<file path="src/include/fmsp_pkg.sv">
// Constants and types shared by the four-mode serial port
package fmsp_pkg;
  localparam int unsigned WORD_W = 9;
  localparam logic [1:0] MODE_SHIFT = 2'h0;
  localparam logic [1:0] MODE_UART8 = 2'h1;
  localparam logic [1:0] MODE_UART9_FIX = 2'h2;
  localparam logic [1:0] MODE_UART9_VAR = 2'h3;
  localparam logic [2:0] SYNC_DIV_LAST = 3'h5;
  localparam logic [2:0] SYNC_CLK_HIGH = 3'h3;
  localparam logic [2:0] SYNC_CNT_RESET = 3'h0;
  localparam logic [3:0] OVS_LAST = 4'hF;
  localparam logic [3:0] OVS_MID = 4'h7;
  localparam logic [3:0] OVS_RESET = 4'h0;
  localparam logic [11:0] GEN_TOP = 12'hFFF;
  localparam logic [11:0] GEN_RESET = 12'h000;
  localparam logic [3:0] BITS_SYNC = 4'h8;
  localparam logic [3:0] BITS_UART8 = 4'hA;
  localparam logic [3:0] BITS_UART9 = 4'hB;
  localparam logic [3:0] RX_BITS_UART8 = 4'h9;
  localparam logic [3:0] RX_BITS_UART9 = 4'hA;
  localparam logic [3:0] BIT_LAST = 4'h1;
  localparam logic [3:0] BITS_NONE = 4'h0;
  localparam logic [1:0] BUF_EMPTY = 2'h0;
  localparam logic [1:0] BUF_FULL = 2'h2;
  localparam logic LINE_IDLE = 1'b1;
  localparam logic START_BIT = 1'b0;
  localparam logic CTRL_RESET = 1'b0;
  localparam logic [7:0] DATA_RESET = 8'h00;
  typedef enum logic [1:0] {TX_IDLE = 2'b00, TX_ASYNC = 2'b01, TX_SYNC = 2'b10} fmsp_tx_state_t;
  typedef enum logic [1:0] {RX_IDLE = 2'b00, RX_START = 2'b01, RX_ASYNC = 2'b10, RX_SYNC = 2'b11} fmsp_rx_state_t;
endpackage : fmsp_pkg

</file>
<file path="src/include/fmsp_stream_if.sv">
// Valid/ready word stream between the port and its buffer
`timescale 1ns/10ps
`default_nettype none
interface fmsp_stream_if;
  import fmsp_pkg::*;
  logic [WORD_W-1:0] data;
  logic valid;
  logic ready;
  modport src (output data, output valid, input ready);
  modport snk (input data, input valid, output ready);
endinterface : fmsp_stream_if
`default_nettype wire

</file>
<file path="src/fmsp_two_entry_buf.sv">
// Two-entry word buffer with valid/ready on both sides
`timescale 1ns/10ps
`default_nettype none
module fmsp_two_entry_buf
  import fmsp_pkg::*;
(
  // Clock and reset
  input wire logic i_ref_clk,
  input wire logic i_reset_n,
  // Streams
  fmsp_stream_if.snk in_s,
  fmsp_stream_if.src out_s
);
  logic [WORD_W-1:0] mem_r [2];
  logic wr_ptr_r;
  logic rd_ptr_r;
  logic [1:0] fill_r;
  logic push;
  logic pop;

  assign in_s.ready = (fill_r != BUF_FULL);
  assign out_s.valid = (fill_r != BUF_EMPTY);
  assign out_s.data = mem_r[rd_ptr_r];
  assign push = in_s.valid & in_s.ready;
  assign pop = out_s.valid & out_s.ready;

  // Storage needs no reset; fill count guards it
  always_ff @(posedge i_ref_clk) begin
    if (push) begin
      mem_r[wr_ptr_r] <= in_s.data;
    end
  end

  always_ff @(posedge i_ref_clk or negedge i_reset_n) begin
    if (!i_reset_n) begin
      wr_ptr_r <= 1'b0;
      rd_ptr_r <= 1'b0;
      fill_r <= BUF_EMPTY;
    end else begin
      wr_ptr_r <= wr_ptr_r ^ push;
      rd_ptr_r <= rd_ptr_r ^ pop;
      fill_r <= fill_r + {1'b0, push} - {1'b0, pop};
    end
  end

  buf_fill_bound_a: assert property (@(posedge i_ref_clk) disable iff (!i_reset_n)
    fill_r <= BUF_FULL) else $error("buffer fill above two");
  buf_full_stall_a: assert property (@(posedge i_ref_clk) disable iff (!i_reset_n)
    (fill_r == BUF_FULL && !pop) |=> (fill_r == BUF_FULL && !in_s.ready)) else $error("full buffer took word");
endmodule : fmsp_two_entry_buf
`default_nettype wire

</file>
<file path="src/fmsp_serial_port.sv">
// Four-mode serial port, full-duplex in modes 1-3 and half-duplex in mode 0, with ninth-bit address filter
`timescale 1ns/10ps
`default_nettype none
module fmsp_serial_port
  import fmsp_pkg::*;
(
  // Clock and reset
  input wire logic i_ref_clk,
  input wire logic i_reset_n,
  // Control
  input wire logic [1:0] i_mode,
  input wire logic i_receive_enable,
  input wire logic i_multiprocessor_filter_bit,
  input wire logic i_transmit_ninth_bit,
  input wire logic i_baud_double_bit,
  input wire logic i_generator_select_bit,
  input wire logic [7:0] i_prescaler_reload_low,
  input wire logic [3:0] i_prescaler_reload_high,
  input wire logic i_prescaler_load,
  input wire logic i_timer1_overflow,
  // Data register
  input wire logic i_data_wr,
  input wire logic [7:0] i_data_wdata,
  output logic o_data_wr_ready,
  output logic [7:0] o_serial_data_buffer,
  output logic o_received_ninth_bit,
  // Flags
  output logic o_receive_complete_flag,
  output logic o_transmit_complete_flag,
  input wire logic i_receive_flag_clr,
  input wire logic i_transmit_flag_clr,
  output logic o_receive_overrun,
  // Serial pins
  input wire logic i_rxd,
  output logic o_rxd,
  output logic o_rxd_oe,
  output logic o_txd
);
  function automatic logic [10:0] tx_frame(input logic [1:0] mode, input logic [WORD_W-1:0] word);
    if (mode == MODE_SHIFT) begin
      tx_frame = {{3{LINE_IDLE}}, word[7:0]};
    end else if (mode == MODE_UART8) begin
      tx_frame = {LINE_IDLE, LINE_IDLE, word[7:0], START_BIT};
    end else begin
      tx_frame = {LINE_IDLE, word, START_BIT};
    end
  endfunction : tx_frame

  function automatic logic [3:0] frame_len(input logic [1:0] mode, input logic rx);
    if (mode == MODE_SHIFT) begin
      frame_len = BITS_SYNC;
    end else if (mode == MODE_UART8) begin
      frame_len = rx ? RX_BITS_UART8 : BITS_UART8;
    end else begin
      frame_len = rx ? RX_BITS_UART9 : BITS_UART9;
    end
  endfunction : frame_len

  // Aligns the shifter to {ninth, data}; mode 1 ninth is the stop bit
  function automatic logic [WORD_W-1:0] rx_word(input logic [1:0] mode, input logic [9:0] vec);
    if (mode == MODE_SHIFT) begin
      rx_word = {1'b0, vec[9:2]};
    end else if (mode == MODE_UART8) begin
      rx_word = vec[9:1];
    end else begin
      rx_word = vec[8:0];
    end
  endfunction : rx_word

  logic baud_dbl_r;
  logic gen_sel_r;
  logic [11:0] gen_cnt_r;
  logic gen_ovf;
  logic src_pulse;
  logic half_r;
  logic tick16;
  logic [2:0] sync_cnt_r;
  logic sync_tick;
  fmsp_tx_state_t tx_state_r;
  logic [10:0] tx_shift_r;
  logic [3:0] tx_left_r;
  logic [3:0] tx_os_r;
  logic tx_launch;
  logic tx_step;
  logic tx_done;
  fmsp_rx_state_t rx_state_r;
  logic [9:0] rx_shift_r;
  logic [9:0] rx_next;
  logic [3:0] rx_left_r;
  logic [3:0] rx_os_r;
  logic rx_step;
  logic rx_done;
  logic [WORD_W-1:0] rx_got;
  logic rx_take;
  logic rx_load;
  logic rx_flag_r;
  logic tx_flag_r;
  logic overrun_r;
  logic [7:0] rx_data_r;
  logic rx_ninth_r;

  fmsp_stream_if wr_if();
  fmsp_stream_if tx_if();

  // Rate controls start cleared
  always_ff @(posedge i_ref_clk or negedge i_reset_n) begin
    if (!i_reset_n) begin
      baud_dbl_r <= CTRL_RESET;
      gen_sel_r <= CTRL_RESET;
    end else begin
      baud_dbl_r <= i_baud_double_bit;
      gen_sel_r <= i_generator_select_bit;
    end
  end

  assign gen_ovf = (gen_cnt_r == GEN_TOP);

  always_ff @(posedge i_ref_clk or negedge i_reset_n) begin
    if (!i_reset_n) begin
      gen_cnt_r <= GEN_RESET;
    end else if (i_prescaler_load || gen_ovf) begin
      gen_cnt_r <= {i_prescaler_reload_high, i_prescaler_reload_low};
    end else begin
      gen_cnt_r <= gen_cnt_r + 12'h001;
    end
  end

  always_comb begin
    unique case (i_mode)
      MODE_SHIFT: src_pulse = 1'b0;
      MODE_UART9_FIX: src_pulse = 1'b1;
      MODE_UART8, MODE_UART9_VAR: src_pulse = gen_sel_r ? gen_ovf : i_timer1_overflow;
    endcase
  end

  // Divide-by-two unless doubled; tick16 is the sixteen-times clock
  always_ff @(posedge i_ref_clk or negedge i_reset_n) begin
    if (!i_reset_n) begin
      half_r <= 1'b0;
    end else if (src_pulse) begin
      half_r <= ~half_r;
    end
  end
  assign tick16 = src_pulse & (baud_dbl_r | half_r);

  assign sync_tick = (sync_cnt_r == SYNC_DIV_LAST);

  always_ff @(posedge i_ref_clk or negedge i_reset_n) begin
    if (!i_reset_n) begin
      sync_cnt_r <= SYNC_CNT_RESET;
    end else begin
      sync_cnt_r <= sync_tick ? SYNC_CNT_RESET : sync_cnt_r + 3'h1;
    end
  end

  // Writes queue in the buffer so a busy shifter loses nothing
  assign wr_if.data = {i_transmit_ninth_bit, i_data_wdata};
  assign wr_if.valid = i_data_wr;
  assign o_data_wr_ready = wr_if.ready;

  fmsp_two_entry_buf u_tx_buf (
    .i_ref_clk(i_ref_clk),
    .i_reset_n(i_reset_n),
    .in_s(wr_if),
    .out_s(tx_if)
  );

  // Mode 0 shares the data pin, so launch waits out a sync receive
  assign tx_launch = (tx_state_r == TX_IDLE) && tx_if.valid
                     && (i_mode != MODE_SHIFT || (sync_tick && rx_state_r != RX_SYNC));
  assign tx_if.ready = tx_launch;
  assign tx_step = (tx_state_r == TX_ASYNC) ? (tick16 && tx_os_r == OVS_LAST)
                                            : (tx_state_r == TX_SYNC && sync_tick);
  assign tx_done = tx_step && (tx_left_r == BIT_LAST);

  always_ff @(posedge i_ref_clk or negedge i_reset_n) begin
    if (!i_reset_n) begin
      tx_state_r <= TX_IDLE;
      tx_shift_r <= {11{LINE_IDLE}};
      tx_left_r <= BITS_NONE;
      tx_os_r <= OVS_RESET;
    end else begin
      unique case (tx_state_r)
        TX_IDLE: begin
          if (tx_launch) begin
            tx_shift_r <= tx_frame(i_mode, tx_if.data);
            tx_left_r <= frame_len(i_mode, 1'b0);
            tx_os_r <= OVS_RESET;
            tx_state_r <= (i_mode == MODE_SHIFT) ? TX_SYNC : TX_ASYNC;
          end
        end
        TX_ASYNC, TX_SYNC: begin
          if (tick16) begin
            tx_os_r <= tx_os_r + 4'h1;
          end
          if (tx_step) begin
            tx_shift_r <= {LINE_IDLE, tx_shift_r[10:1]};
            tx_left_r <= tx_left_r - 4'h1;
            if (tx_done) begin
              tx_state_r <= TX_IDLE;
            end
          end
        end
        default: tx_state_r <= TX_IDLE;
      endcase
    end
  end

  // Pins: mode 0 drives data on the data pin and the shift clock on txd
  assign o_rxd = tx_shift_r[0];
  assign o_rxd_oe = (tx_state_r == TX_SYNC);
  assign o_txd = (tx_state_r == TX_SYNC || rx_state_r == RX_SYNC) ? (sync_cnt_r >= SYNC_CLK_HIGH)
               : (tx_state_r == TX_ASYNC) ? tx_shift_r[0] : LINE_IDLE;

  // Receiver keeps its own shifter, independent of the transmitter
  assign rx_next = {i_rxd, rx_shift_r[9:1]};
  assign rx_step = (rx_state_r == RX_ASYNC) ? (tick16 && rx_os_r == OVS_LAST)
                                            : (rx_state_r == RX_SYNC && sync_cnt_r == SYNC_CLK_HIGH);
  assign rx_done = rx_step && (rx_left_r == BIT_LAST);
  assign rx_got = rx_word(i_mode, rx_next);
  // Filter: mode 0 ignores it, mode 1 needs stop high, modes 2/3 need ninth
  assign rx_take = rx_done && (i_mode == MODE_SHIFT || !i_multiprocessor_filter_bit || rx_got[8]);
  assign rx_load = rx_take && !rx_flag_r;

  always_ff @(posedge i_ref_clk or negedge i_reset_n) begin
    if (!i_reset_n) begin
      rx_state_r <= RX_IDLE;
      rx_shift_r <= {10{LINE_IDLE}};
      rx_left_r <= BITS_NONE;
      rx_os_r <= OVS_RESET;
    end else begin
      unique case (rx_state_r)
        RX_IDLE: begin
          if (i_receive_enable) begin
            if (i_mode == MODE_SHIFT) begin
              if (!rx_flag_r && sync_tick && tx_state_r == TX_IDLE && !tx_if.valid) begin
                rx_left_r <= BITS_SYNC;
                rx_state_r <= RX_SYNC;
              end
            end else if (tick16 && i_rxd == START_BIT) begin
              rx_os_r <= OVS_RESET;
              rx_state_r <= RX_START;
            end
          end
        end
        RX_START: begin
          if (tick16) begin
            rx_os_r <= rx_os_r + 4'h1;
            if (rx_os_r == OVS_MID) begin
              // A glitch shorter than half a bit is no start bit
              rx_os_r <= OVS_RESET;
              rx_left_r <= frame_len(i_mode, 1'b1);
              rx_state_r <= (i_rxd == START_BIT) ? RX_ASYNC : RX_IDLE;
            end
          end
        end
        RX_ASYNC, RX_SYNC: begin
          if (tick16) begin
            rx_os_r <= rx_os_r + 4'h1;
          end
          if (rx_step) begin
            rx_shift_r <= rx_next;
            rx_left_r <= rx_left_r - 4'h1;
            if (rx_done) begin
              rx_state_r <= RX_IDLE;
            end
          end
        end
      endcase
    end
  end

  // Holding register: an unread byte wins, the newer one is dropped
  always_ff @(posedge i_ref_clk or negedge i_reset_n) begin
    if (!i_reset_n) begin
      rx_data_r <= DATA_RESET;
      rx_ninth_r <= CTRL_RESET;
    end else if (rx_load) begin
      rx_data_r <= rx_got[7:0];
      if (i_mode != MODE_SHIFT) begin
        rx_ninth_r <= rx_got[8];
      end
    end
  end

  // Set beats a clear in the same cycle
  always_ff @(posedge i_ref_clk or negedge i_reset_n) begin
    if (!i_reset_n) begin
      rx_flag_r <= CTRL_RESET;
      tx_flag_r <= CTRL_RESET;
      overrun_r <= CTRL_RESET;
    end else begin
      rx_flag_r <= rx_load | (rx_flag_r & ~i_receive_flag_clr);
      tx_flag_r <= tx_done | (tx_flag_r & ~i_transmit_flag_clr);
      overrun_r <= rx_take & rx_flag_r;
    end
  end

  assign o_serial_data_buffer = rx_data_r;
  assign o_received_ninth_bit = rx_ninth_r;
  assign o_receive_complete_flag = rx_flag_r;
  assign o_transmit_complete_flag = tx_flag_r;
  assign o_receive_overrun = overrun_r;

  tx_flag_set_a: assert property (@(posedge i_ref_clk) disable iff (!i_reset_n)
    tx_done |=> o_transmit_complete_flag) else $error("transmit flag not set at frame end");
  rx_load_data_a: assert property (@(posedge i_ref_clk) disable iff (!i_reset_n)
    rx_load |=> (o_serial_data_buffer == $past(rx_got[7:0]) && o_receive_complete_flag))
    else $error("received byte not loaded");
  rx_unread_keep_a: assert property (@(posedge i_ref_clk) disable iff (!i_reset_n)
    (rx_take && rx_flag_r) |=> ($stable(o_serial_data_buffer) && o_receive_overrun))
    else $error("unread byte overwritten");
  mp_filter_block_a: assert property (@(posedge i_ref_clk) disable iff (!i_reset_n)
    (rx_done && i_mode[1] && i_multiprocessor_filter_bit && !rx_got[8] && !rx_flag_r)
    |=> !o_receive_complete_flag) else $error("filtered data byte raised flag");
  sync_period_a: assert property (@(posedge i_ref_clk) disable iff (!i_reset_n)
    sync_tick |-> ##6 sync_tick) else $error("shift rate not one sixth");
  tx_start_low_a: assert property (@(posedge i_ref_clk) disable iff (!i_reset_n)
    (tx_launch && i_mode != MODE_SHIFT) |=> (o_txd == START_BIT)[*4])
    else $error("start bit not low");
  rx_disabled_a: assert property (@(posedge i_ref_clk) disable iff (!i_reset_n)
    (rx_state_r == RX_IDLE && !i_receive_enable) |=> rx_state_r == RX_IDLE)
    else $error("reception without enable");
  gen_reload_a: assert property (@(posedge i_ref_clk) disable iff (!i_reset_n)
    (gen_ovf && !i_prescaler_load && $stable({i_prescaler_reload_high, i_prescaler_reload_low}))
    |=> gen_cnt_r == {i_prescaler_reload_high, i_prescaler_reload_low}) else $error("generator missed reload");
  mode2_half_a: assert property (@(posedge i_ref_clk) disable iff (!i_reset_n)
    (i_mode == MODE_UART9_FIX && !baud_dbl_r && !i_baud_double_bit && tick16 && $stable(i_mode)) |=> !tick16)
    else $error("mode 2 rate not halved");
endmodule : fmsp_serial_port
`default_nettype wire

</file>
<file path="config.mk">
export PLATFORM = sky130hd
export DESIGN_NAME = fmsp_serial_port
export DESIGN_NICKNAME = d
export VERILOG_FILES = /design/src/include/fmsp_pkg.sv /design/src/include/fmsp_stream_if.sv /design/src/fmsp_two_entry_buf.sv /design/src/fmsp_serial_port.sv
export SDC_FILE = /design/constraint.sdc
export NUM_CORES = 1
export LEC_CHECK = 0
export ABC_CLOCK_PERIOD_IN_PS = 3440
export BUFFER_PORTS_ARGS = -buffer_cell sky130_fd_sc_hd__buf_2
export CAP_MARGIN = 0
export CORE_ASPECT_RATIO = 1.25
export CORE_UTILIZATION = 40
export CTS_BUF_LIST = sky130_fd_sc_hd__clkbuf_8
export DETAILED_ROUTE_END_ITERATION = 7
export REMOVE_ABC_BUFFERS = 1
export SYNTH_ARGS = -nofsm -noshare
export SYNTH_HDL_FRONTEND = slang
export SYNTH_SLANG_ARGS = --single-unit
</file>
<file path="constraint.sdc">
create_clock -name i_ref_clk -period 3.44 [get_ports i_ref_clk]
set_input_delay 0.344 -clock i_ref_clk [delete_from_list [all_inputs] [get_ports i_ref_clk]]
set_output_delay 0.344 -clock i_ref_clk [all_outputs]
set_load 0.02 [all_outputs]
</file>
Word level (Yosys, flattened, before mapping)
Memories as Yosys holds them, arrays and structs flattened.
Index checks and enable logic that the tools add are counted.
- bits in writable memories: 18
- output and inout port bits: 16
- flip-flop bits (word level): 75
- word-level logic and storage cells: 176
- memories: 1
- memories (name ; depth ; bits a word ; read ports ; clocked after memory_dff ; write ports ; RTL line ; text):
    u_tx_buf.mem_r ; 2 ; 9 ; 1 ; 0 ; 1 ; fmsp_two_entry_buf.sv:14 ; logic [WORD_W-1:0] mem_r [2];
- equal/unequal tests: 34
- reductions and logical operators: 40
- multiplexer cells: 56
- magnitude comparators: 1
- bitwise gates (word level): 15
- $add $sub $neg: 8
- operators with widths (kind ; number):
    $mux W4 ; 16
    $mux W2 ; 16
    $ne A2 B2 Y1 const B ; 15
    $pmux W4 S3 ; 2
    $mux W11 ; 2
    $pmux W11 S2 ; 1
    $mux W10 ; 2
    $mux W9 ; 2
    $pmux W4 S2 ; 2
    $logic_and A1 B1 Y1 ; 15
    $add A12 B1 Y12 const B ; 1
    $eq A12 B12 Y1 const B ; 1
    $mux W12 ; 1
    $eq A2 B2 Y1 const B ; 5
    $reduce_and A3 Y1 ; 3
    $add A4 B1 Y4 const B ; 2
    $eq A4 B1 Y1 const B ; 2
    $eq A4 B4 Y1 const B ; 2
    $mux W1 ; 8
    $sub A4 B1 Y4 const B ; 2
    $reduce_and A7 Y1 ; 1
    $and A1 B1 Y1 ; 6
    $eq A2 B1 Y1 const B ; 3
    $logic_not A2 Y1 ; 3
    other kinds (23) ; 41

Logic depth before layout (Yosys ltp)
Gate-level depths: netlist (run 1).
- depth in word-level cells: 10
- depth in mapped cells: 9
- mapped depth without buffers: 9

Modules after synthesis
Synthesis (run 1) repeated with hierarchy kept, for this count alone.
- cells, all modules: 479
- area total of the unflattened synthesis: 4595.7 um2
- by module, submodules not included (module ; area each (um2) ; seq. area each (um2) ; cells each ; instances):
    fmsp_serial_port ; 3719.8 ; 1750.4 ; 428 ; 1
    fmsp_two_entry_buf ; 875.8 ; 640.6 ; 51 ; 1

Worst setup path after synthesis (run 1)
No wires, ideal clock.
- kind: register -> register
- from: register gen_cnt_r[0]
- to: register rx_ninth_r (netlist: o_received_ninth_bit)
- slack: 1279 ps
- data arrival time: 2067 ps
- period minus slack after synthesis: 2161 ps
- setup time: 94 ps
- buffers on the path: 1
- stages on the path, launching flop included: 9
- cell sequence: dfrtp_1 > ha_1 > nand2_1 > nor4_4 > nand4_2 > a211o_1 > buf_6 > mux2_4 > a211oi_1
- longest elaborated chain between the ends: 10
- RTL lines (what ; RTL line ; text):
    from (decl) ; fmsp_serial_port.sv:72 ; logic [11:0] gen_cnt_r;
    from (signal assigned) ; fmsp_serial_port.sv:122 ; gen_cnt_r <= {i_prescaler_reload_high, i_prescaler_reload_low};
    from (signal assigned) ; fmsp_serial_port.sv:124 ; gen_cnt_r <= gen_cnt_r + 12'h001;
    $eq A12 B12 Y1 ; fmsp_serial_port.sv:116 ; assign gen_ovf = (gen_cnt_r == GEN_TOP);
    $mux W1 ; fmsp_serial_port.sv:132 ; MODE_UART8, MODE_UART9_VAR: src_pulse = gen_sel_r ? gen_ovf : i_timer1_overflow;
    $pmux W1 S3 ; fmsp_serial_port.sv:129 ; unique case (i_mode)
    $and A1 B1 Y1 ; fmsp_serial_port.sv:144 ; assign tick16 = src_pulse & (baud_dbl_r | half_r);
    $logic_and A1 B1 Y1 ; fmsp_serial_port.sv:217 ; assign rx_step = (rx_state_r == RX_ASYNC) ? (tick16 && rx_os_r == OVS_LAST)
    $mux W1 ; fmsp_serial_port.sv:217 ;
    $logic_and A1 B1 Y1 ; fmsp_serial_port.sv:219 ; assign rx_done = rx_step && (rx_left_r == BIT_LAST);
    $logic_and A1 B1 Y1 ; fmsp_serial_port.sv:222 ; assign rx_take = rx_done && (i_mode == MODE_SHIFT || !i_multiprocessor_filter_bit || rx_got[8]);
    $logic_and A1 B1 Y1 ; fmsp_serial_port.sv:223 ; assign rx_load = rx_take && !rx_flag_r;
    $reduce_and A2 Y1 (no source line) ; -- ;
    to (signal assigned) ; fmsp_serial_port.sv:281 ; rx_ninth_r <= rx_got[8];
    to (decl) ; fmsp_serial_port.sv:100 ; logic rx_ninth_r;
No other way between the ends.
A chain may end at the register's enable or synchronous reset.

Worst setup path in the final report (run 1)
Ends and elaborated chain as after synthesis.

==> flow_metrics.py, run 1 <==
metrics = {
    "grt": {
        "grt_pass1_wl_um": 15990,
        "globalRouteOverflowTotal": 0,
        "antenna_found_initial": 0,
        "grt_usage_pct": 16.87,
        "grt_pass1_vias": 3345,
        "grt_start_max_net_pins": 74,
    },
    "setup_path": {
        "required_ps": 3710,
        "crit_arrival_ps": 2790,
        "end_kind": "flop",
        "critPathMaxFanout": 19,
        "crit_type": "flop to flop",
        "cp-start-kind": "flop",
    },
    "final_layout": {
        "nets": 535,
        "n_antenna_cell": 0,
        "stdcell_count": 625,
        "seq_area_um2": 2391,
        "n_fill_cell": 1084,
        "fin_area_um2": 5274,
        "drive_gt1_share_pct": 24.08,
        "areaGrowthSynthToFinish_pct": 12.28,
        "multiInputGateArea_um2": 2143,
    },
    "logic_synthesis": {
        "synth-edff-count": 18,
        "synth_ff_type": "dfrtp_1",
        "ys_ff_latch": 91,
        "synth_common_cells": "dfrtp_1 (54), nand2_1 (41), o21ai_0 (40)",
        "ys_seq_area_share_pct": 50.91,
        "yosys.area.top_type_share_pct": 28.77,
        "yosysMostFrequentCell": "dfrtp_1",
        "postSynth.asyncResetShare_pct": 80.22,
        "yosysWarnings": 0,
        "yosys.area.top_type": "dfrtp_1",
        "syn_area_per_cell_um2": 10.75,
        "syn_area_um2": 4697,
        "synth_cells": 437,
        "synth_cell_types": 55,
        "synth_area_leaders": "dfrtp_1 (29%), edfxtp_1 (12%), dfstp_2 (11%)",
    },
    "timing": {
        "hold_viol_final": 0,
        "drv_slew": 0,
        "tns_ps": 0,
        "fmax_ghz": 0.3968,
        "period_share_pct": 73.25,
        "fin_crit_ps": 2520,
        "max_slew_margin_pct": 38.59,
        "skew_ps": 6.674,
        "finalSetupViolCount": 0,
        "tightest_slew_ps": 921.1,
        "rsz0062_at_grt": "false",
    },
    "clock_network": {
        "post_cts_buffers": 0,
        "cts_tree": "yes",
        "max-clock-path-buffers": 2,
        "clkTransAtPathRegs_ps": 90,
        "numCtsBuffers": 9,
        "clock_latency_ps": 360,
        "htree_levels": 3,
        "clock-sinks": 91,
        "cts-root-buf": "clkbuf_8",
        "hold_buffers": 0,
        "postCtsResizedCells": 0,
    },
    "route": {
        "drt-vias-per-instance": 5.371,
        "drt_first_pass_iters": 4,
        "drc": 0,
        "drtIter0Drc": 153,
        "ant_nets": 0,
        "drt-total-wl_um": 9400,
        "wire_per_inst_um": 15.04,
        "via_count": 3357,
    },
    "floorplan": {
        "fp.dieW_um": 98.92,
        "die-area_um2": 12180,
        "row_count": 43,
        "initial_core_util_pct": 41.77,
        "die_y_um": 123.2,
        "ioPinCount": 51,
        "core_um2": 11240,
    },
    "power_and_ir_drop": {
        "p_per_area_nw_per_um2": 715.8,
        "p_leak_nw": 2.298,
        "total_power_mw": 3.775,
        "peakVddDrop_mv": 0.4353,
    },
    "place": {
        "place_congestion": 0.8258,
        "port_buffers": 50,
        "dp_cells": 609,
        "post_dp_cell_area_um2": 5081,
        "post-dp-hpwl_um": 6875,
    },
    "job": {
        "maxCapViolCount": 0,
    },
    "run_status": {
        "status": "finished clean",
    },
    "min_path": {
        "hp-class": "primary input to flop",
    },
}
## per-layer routing
layer | track usage (%) | vias up | wire (um)
li1 | - | 1667 | -
met1 | 21.19 | 1634 | 4296
met2 | 28.54 | 43 | 4705
met3 | 3.505 | 13 | 238
met4 | 6.716 | 0 | 159
met5 | 0 | - | 0
## logic make-up (layout without fill, tap and decap cells)
group                    after synthesis  in the layout  synth area share, %
flip-flops                            91             91                50.91
multiplexers                          43             43                11.43
XOR/XNOR                              17             17                3.170
adder cells (fa/ha/maj)               15             15                3.996
AO/OA/AOI/OAI                        104            104                13.27
AND/OR/NAND/NOR                      125            125                13.67
buffers and inverters                 42             95                3.569
## placed cells by master, fill, tap and decap left out, drive strengths merged, types with 4 or more instances in the layout
cell,count
a211oi,6
nor4,4
nor3,7
clkbuf,9
nor4b,4
dfstp,19
o21ai,40
a21oi,32
a21o,5
mux4,7
xor2,7
mux2i,24
dfrtp,54
ha,15
nand3,9
buf,55
clkinv,5
nor3b,5
inv,23
nor2,35
nand4,6
xnor2,10
nand2,41
edfxtp,18
mux2,12
## worst max-delay path: stages, from the launching register on
cell and delay (ps):
dfrtp_1 380, ha_1 240, nand2_1 130, nor4_4 390
nand4_2 170, a211o_1 540, mux2_4 380, a211oi_1 200
## sequential cells by signal, indices dropped and copies added (netlist names), 2 cells and up
register and count:
gen_cnt_r 12, rx_os_r 4, tx_state_r 2, sync_cnt_r 3, o_serial_data_buffer 8, u_tx_buf.mem_r 18, rx_state_r 2, rx_left_r 4
u_tx_buf.fill_r 2, rx_shift_r 9, tx_shift_r 10, tx_os_r 4, tx_left_r 4
## worst paths after layout
kind | startpoint | depth (start not counted) | to | slack, ps
setup / recovery | gen_cnt_r[0]$_DFF_PN0_ | 7 | o_received_ninth_bit$_DFFE_PN0P_ | 920
hold / removal | i_baud_double_bit | 1 | baud_dbl_r$_DFF_PN0_ | 90
setup reg to reg | gen_cnt_r[0]$_DFF_PN0_ | 7 | o_received_ninth_bit$_DFFE_PN0P_ | 920
hold reg to reg | sync_cnt_r[0]$_DFF_PN0_ | 1 | sync_cnt_r[0]$_DFF_PN0_ | 460
max in group asynchronous | i_reset_n | 2 | sync_cnt_r[1]$_DFF_PN0_ | 2640
min in group asynchronous | i_reset_n | 2 | gen_cnt_r[7]$_DFF_PN0_ | 180
## layout make-up
class / instances / area share, %
Timing Repair Buffer: 55 / 5.457
Sequential cell: 91 / 45.34
Tap cell: 135 / 3.203
Multi-Input combinational cell: 304 / 40.64
Clock buffer: 9 / 2.349
Clock inverter: 7 / 1.305
Inverter: 24 / 1.708
## stage by stage
step	util, %	hold slack [ps]	setup WS, ps
after floorplan	-	48.41	481.1
after global placement	45.19	441.2	848.2
after detailed placement	45.19	453.7	775.9
after CTS	46.90	60.23	907.7
after global routing	46.90	58.37	702.8
final	46.90	85.59	920.2
## power by group
| group | internal (mW) | total (mW) | leakage (nW) | switching [mW] |
|---|---|---|---|---|
| sequential | 1.45 | 1.72 | 1.03 | 0.270 |
| clock | 0.333 | 0.719 | 0.0950 | 0.386 |
| combinational | 0.597 | 1.33 | 1.17 | 0.735 |
No activity file was read; power rests on OpenSTA's default activity.
==> run 2, diff against run 1 <==
Settings changed: ABC_AREA from default to 1, ABC_CLOCK_PERIOD_IN_PS 3440 to 2570.
Clock period 3.44 ns to 2.57 ns, I/O delays scaled along.
==> flow_metrics.py, run 2 <==
metrics = {
    "run_status": {
        "status": "finished clean",
    },
    "logic_synthesis": {
        "yosys.area.top_type": "dfrtp_1",
        "synth_common_cells": "nand2_1 (135), inv_1 (58), dfrtp_1 (54)",
        "synth_cell_types": 45,
        "synth_ff_type": "dfrtp_1",
        "synth-edff-count": 18,
        "yosysMostFrequentCell": "nand2_1",
        "postSynth.asyncResetShare_pct": 80.22,
        "ys_seq_area_share_pct": 51.19,
        "ys_ff_latch": 91,
        "yosys.area.top_type_share_pct": 28.93,
        "syn_area_per_cell_um2": 9.017,
        "syn_area_um2": 4671,
        "synth_area_leaders": "dfrtp_1 (29%), edfxtp_1 (12%), nand2_1 (11%)",
        "yosysWarnings": 0,
        "synth_cells": 518,
    },
    "clock_network": {
        "clock-sinks": 91,
        "post_cts_buffers": 0,
        "htree_levels": 3,
        "clock_latency_ps": 370,
        "numCtsBuffers": 9,
        "max-clock-path-buffers": 2,
        "cts-root-buf": "clkbuf_8",
        "clkTransAtPathRegs_ps": 90,
        "cts_tree": "yes",
    },
    "setup_path": {
        "crit_chain": "ha_1 > nand2_2 > nor2_4 > nand4_1 > nand2_2 > nand4_2 > nand2_2 > nand4_4 > o21bai_1 > nand2_1",
        "crit_top_cell": "nand2_2",
        "worst_path_max_delay_cell": "dfrtp_1",
        "max_stage_delay_ps": 370,
        "required_ps": 2830,
        "critPathMaxFanout": 20,
        "crit_type": "flop to flop",
        "cp-start-kind": "flop",
        "end_kind": "flop",
        "crit_arrival_ps": 2510,
    },
    "power_and_ir_drop": {
        "total_power_mw": 5.317,
        "p_per_area_nw_per_um2": 1013,
        "p_leak_nw": 2.465,
        "peakVddDrop_mv": 0.5774,
    },
    "timing": {
        "max_slew_margin_pct": 57.43,
        "fmax_ghz": 0.4457,
        "tightest_slew_ps": 637.0,
        "fin_crit_ps": 2243,
        "finalSetupViolCount": 0,
        "rsz0062_at_grt": "false",
        "whs_ps": 56.46,
        "tns_ps": 0,
        "drv_slew": 0,
        "period_share_pct": 87.29,
        "skew_ps": 13.69,
        "hold_viol_final": 0,
    },
    "grt": {
        "globalRouteOverflowTotal": 0,
        "grt_pass1_wl_um": 15880,
        "antenna_found_initial": 0,
        "grt_usage_pct": 16.66,
        "grt_start_max_net_pins": 74,
        "grt_pass1_vias": 3488,
    },
    "place": {
        "place_congestion": 0.8453,
        "post-dp-hpwl_um": 6534,
        "port_buffers": 50,
    },
    "route": {
        "drc": 0,
        "wire_per_inst_um": 12.78,
        "drt-vias-per-instance": 5.003,
        "drt-total-wl_um": 9096,
        "via_count": 3562,
        "ant_nets": 0,
        "drtIter0Drc": 123,
        "drt_first_pass_iters": 4,
    },
    "final_layout": {
        "areaGrowthSynthToFinish_pct": 12.35,
        "n_antenna_cell": 0,
        "drive_gt1_share_pct": 23.22,
        "n_fill_cell": 1072,
        "regMostFlops": "u_tx_buf.mem_r",
        "final_common_cell": "nand2_1",
        "top_regs": "u_tx_buf.mem_r: 18 flops, gen_cnt_r: 12 flops, tx_shift_r: 10 flops",
        "layout.cells.most_common_list": "nand2_1 (135), inv_1 (59), dfrtp_1 (54), buf_2 (50), nor2_1 (31)",
        "largest_reg_flops": 18,
        "nets": 622,
    },
    "floorplan": {
        "die_y_um": 122.8,
        "row_count": 43,
        "fp.dieW_um": 98.65,
        "core_um2": 11240,
        "initial_core_util_pct": 41.54,
        "ioPinCount": 51,
        "die-area_um2": 12120,
    },
    "min_path": {
        "hp-class": "primary input to flop",
    },
    "job": {
        "maxCapViolCount": 0,
    },
}
-- run 2: cell types whose count changed in the layout (fill, tap and decap cells not counted), sizes merged, moves of 7 or more --
cell and delta:
a21oi -10, mux4 -7, inv +40, nand3 +11, o22ai +10, mux2i -24
nand2 +103
-- run 2: path summary, 6_finish.rpt --
kind | from | end | slack (ps) | cells past startpoint
min in group asynchronous | i_reset_n | gen_cnt_r[0]$_DFF_PN0_ | 450 | 3
max in group asynchronous | i_reset_n | tx_shift_r[9]$_DFFE_PN1P_ | 1760 | 3
hold / removal | i_transmit_flag_clr | o_transmit_complete_flag$_DFF_PN0_ | 60 | 2
hold reg to reg | half_r$_DFFE_PN0P_ | half_r$_DFFE_PN0P_ | 470 | 1
setup reg to reg | gen_cnt_r[0]$_DFF_PN0_ | o_received_ninth_bit$_DFFE_PN0P_ | 330 | 10
setup / recovery | gen_cnt_r[0]$_DFF_PN0_ | o_received_ninth_bit$_DFFE_PN0P_ | 330 | 10
-- run 2: logic make-up after synthesis --
| logic type | Yosys count | share of synthesized area, % |
|---|---|---|
| DFF | 91 | 51.19 |
| adders and majority gates | 15 | 4.018 |
| AOI/OAI and AO/OA | 90 | 11.52 |
| buffers and inverters | 76 | 7.045 |
| xor gates and xnor gates | 16 | 3.000 |
| and+or+nand+nor | 222 | 21.30 |
| muxes | 8 | 1.929 |
-- run 2: where the power goes --
| part | switching, mW | total (mW) | leakage, nW | internal, mW |
|---|---|---|---|---|
| sequential | 0.295 | 2.25 | 1.04 | 1.96 |
| clock | 0.499 | 0.898 | 0.0965 | 0.399 |
| combinational | 1.35 | 2.17 | 1.33 | 0.814 |
| total | 2.15 | 5.32 | 2.46 | 3.17 |
-- run 2: metrics by stage --
step	std cells	utilization (%)	setup WS, ps	area (um^2)
final	712	46.67	326.5	5248
after global routing	712	46.67	78.03	5248
after CTS	711	46.58	309.9	5238
after detailed placement	693	44.79	315.0	5036
after global placement	693	44.79	399.2	5036
after floorplan	504	-	653.6	4574
-- run 2: what timing repair did --
item                                   4_1_cts  5_1_grt
endpoints found under the hold margin       55        1
resized for setup                            0        0
hold buffers                                 2        1
-- run 2: layout make-up --
cell class / count / area [um^2] / share of cell area [%]
clock inverter: 5 / 30.03 / 0.5722
timing repair buffer: 57 / 322.8 / 6.152
sequential: 91 / 2391 / 45.57
multi-input combinational: 351 / 1951 / 37.17
tap: 135 / 168.9 / 3.219
inverter: 62 / 232.7 / 4.435
clock buffer: 11 / 151.4 / 2.885
-- run 2: worst max-delay path: cells and delay by family (launching register included) --
family          cells  cell delay, ps
flops               1             370
simple gates        8            1310
compound gates      1             230
fa+ha+maj           1             230
-- run 2: per-layer routing --
layer  global-route usage, %  part of all wire, %  vias to the layer above
met3                   3.645                  3.5                       14
met1                   20.27                   46                     1684
met2                   28.92                   49                       63
met4                   6.437                  1.8                        0
li1                        -                    -                     1801
met5                       0                    0                        -
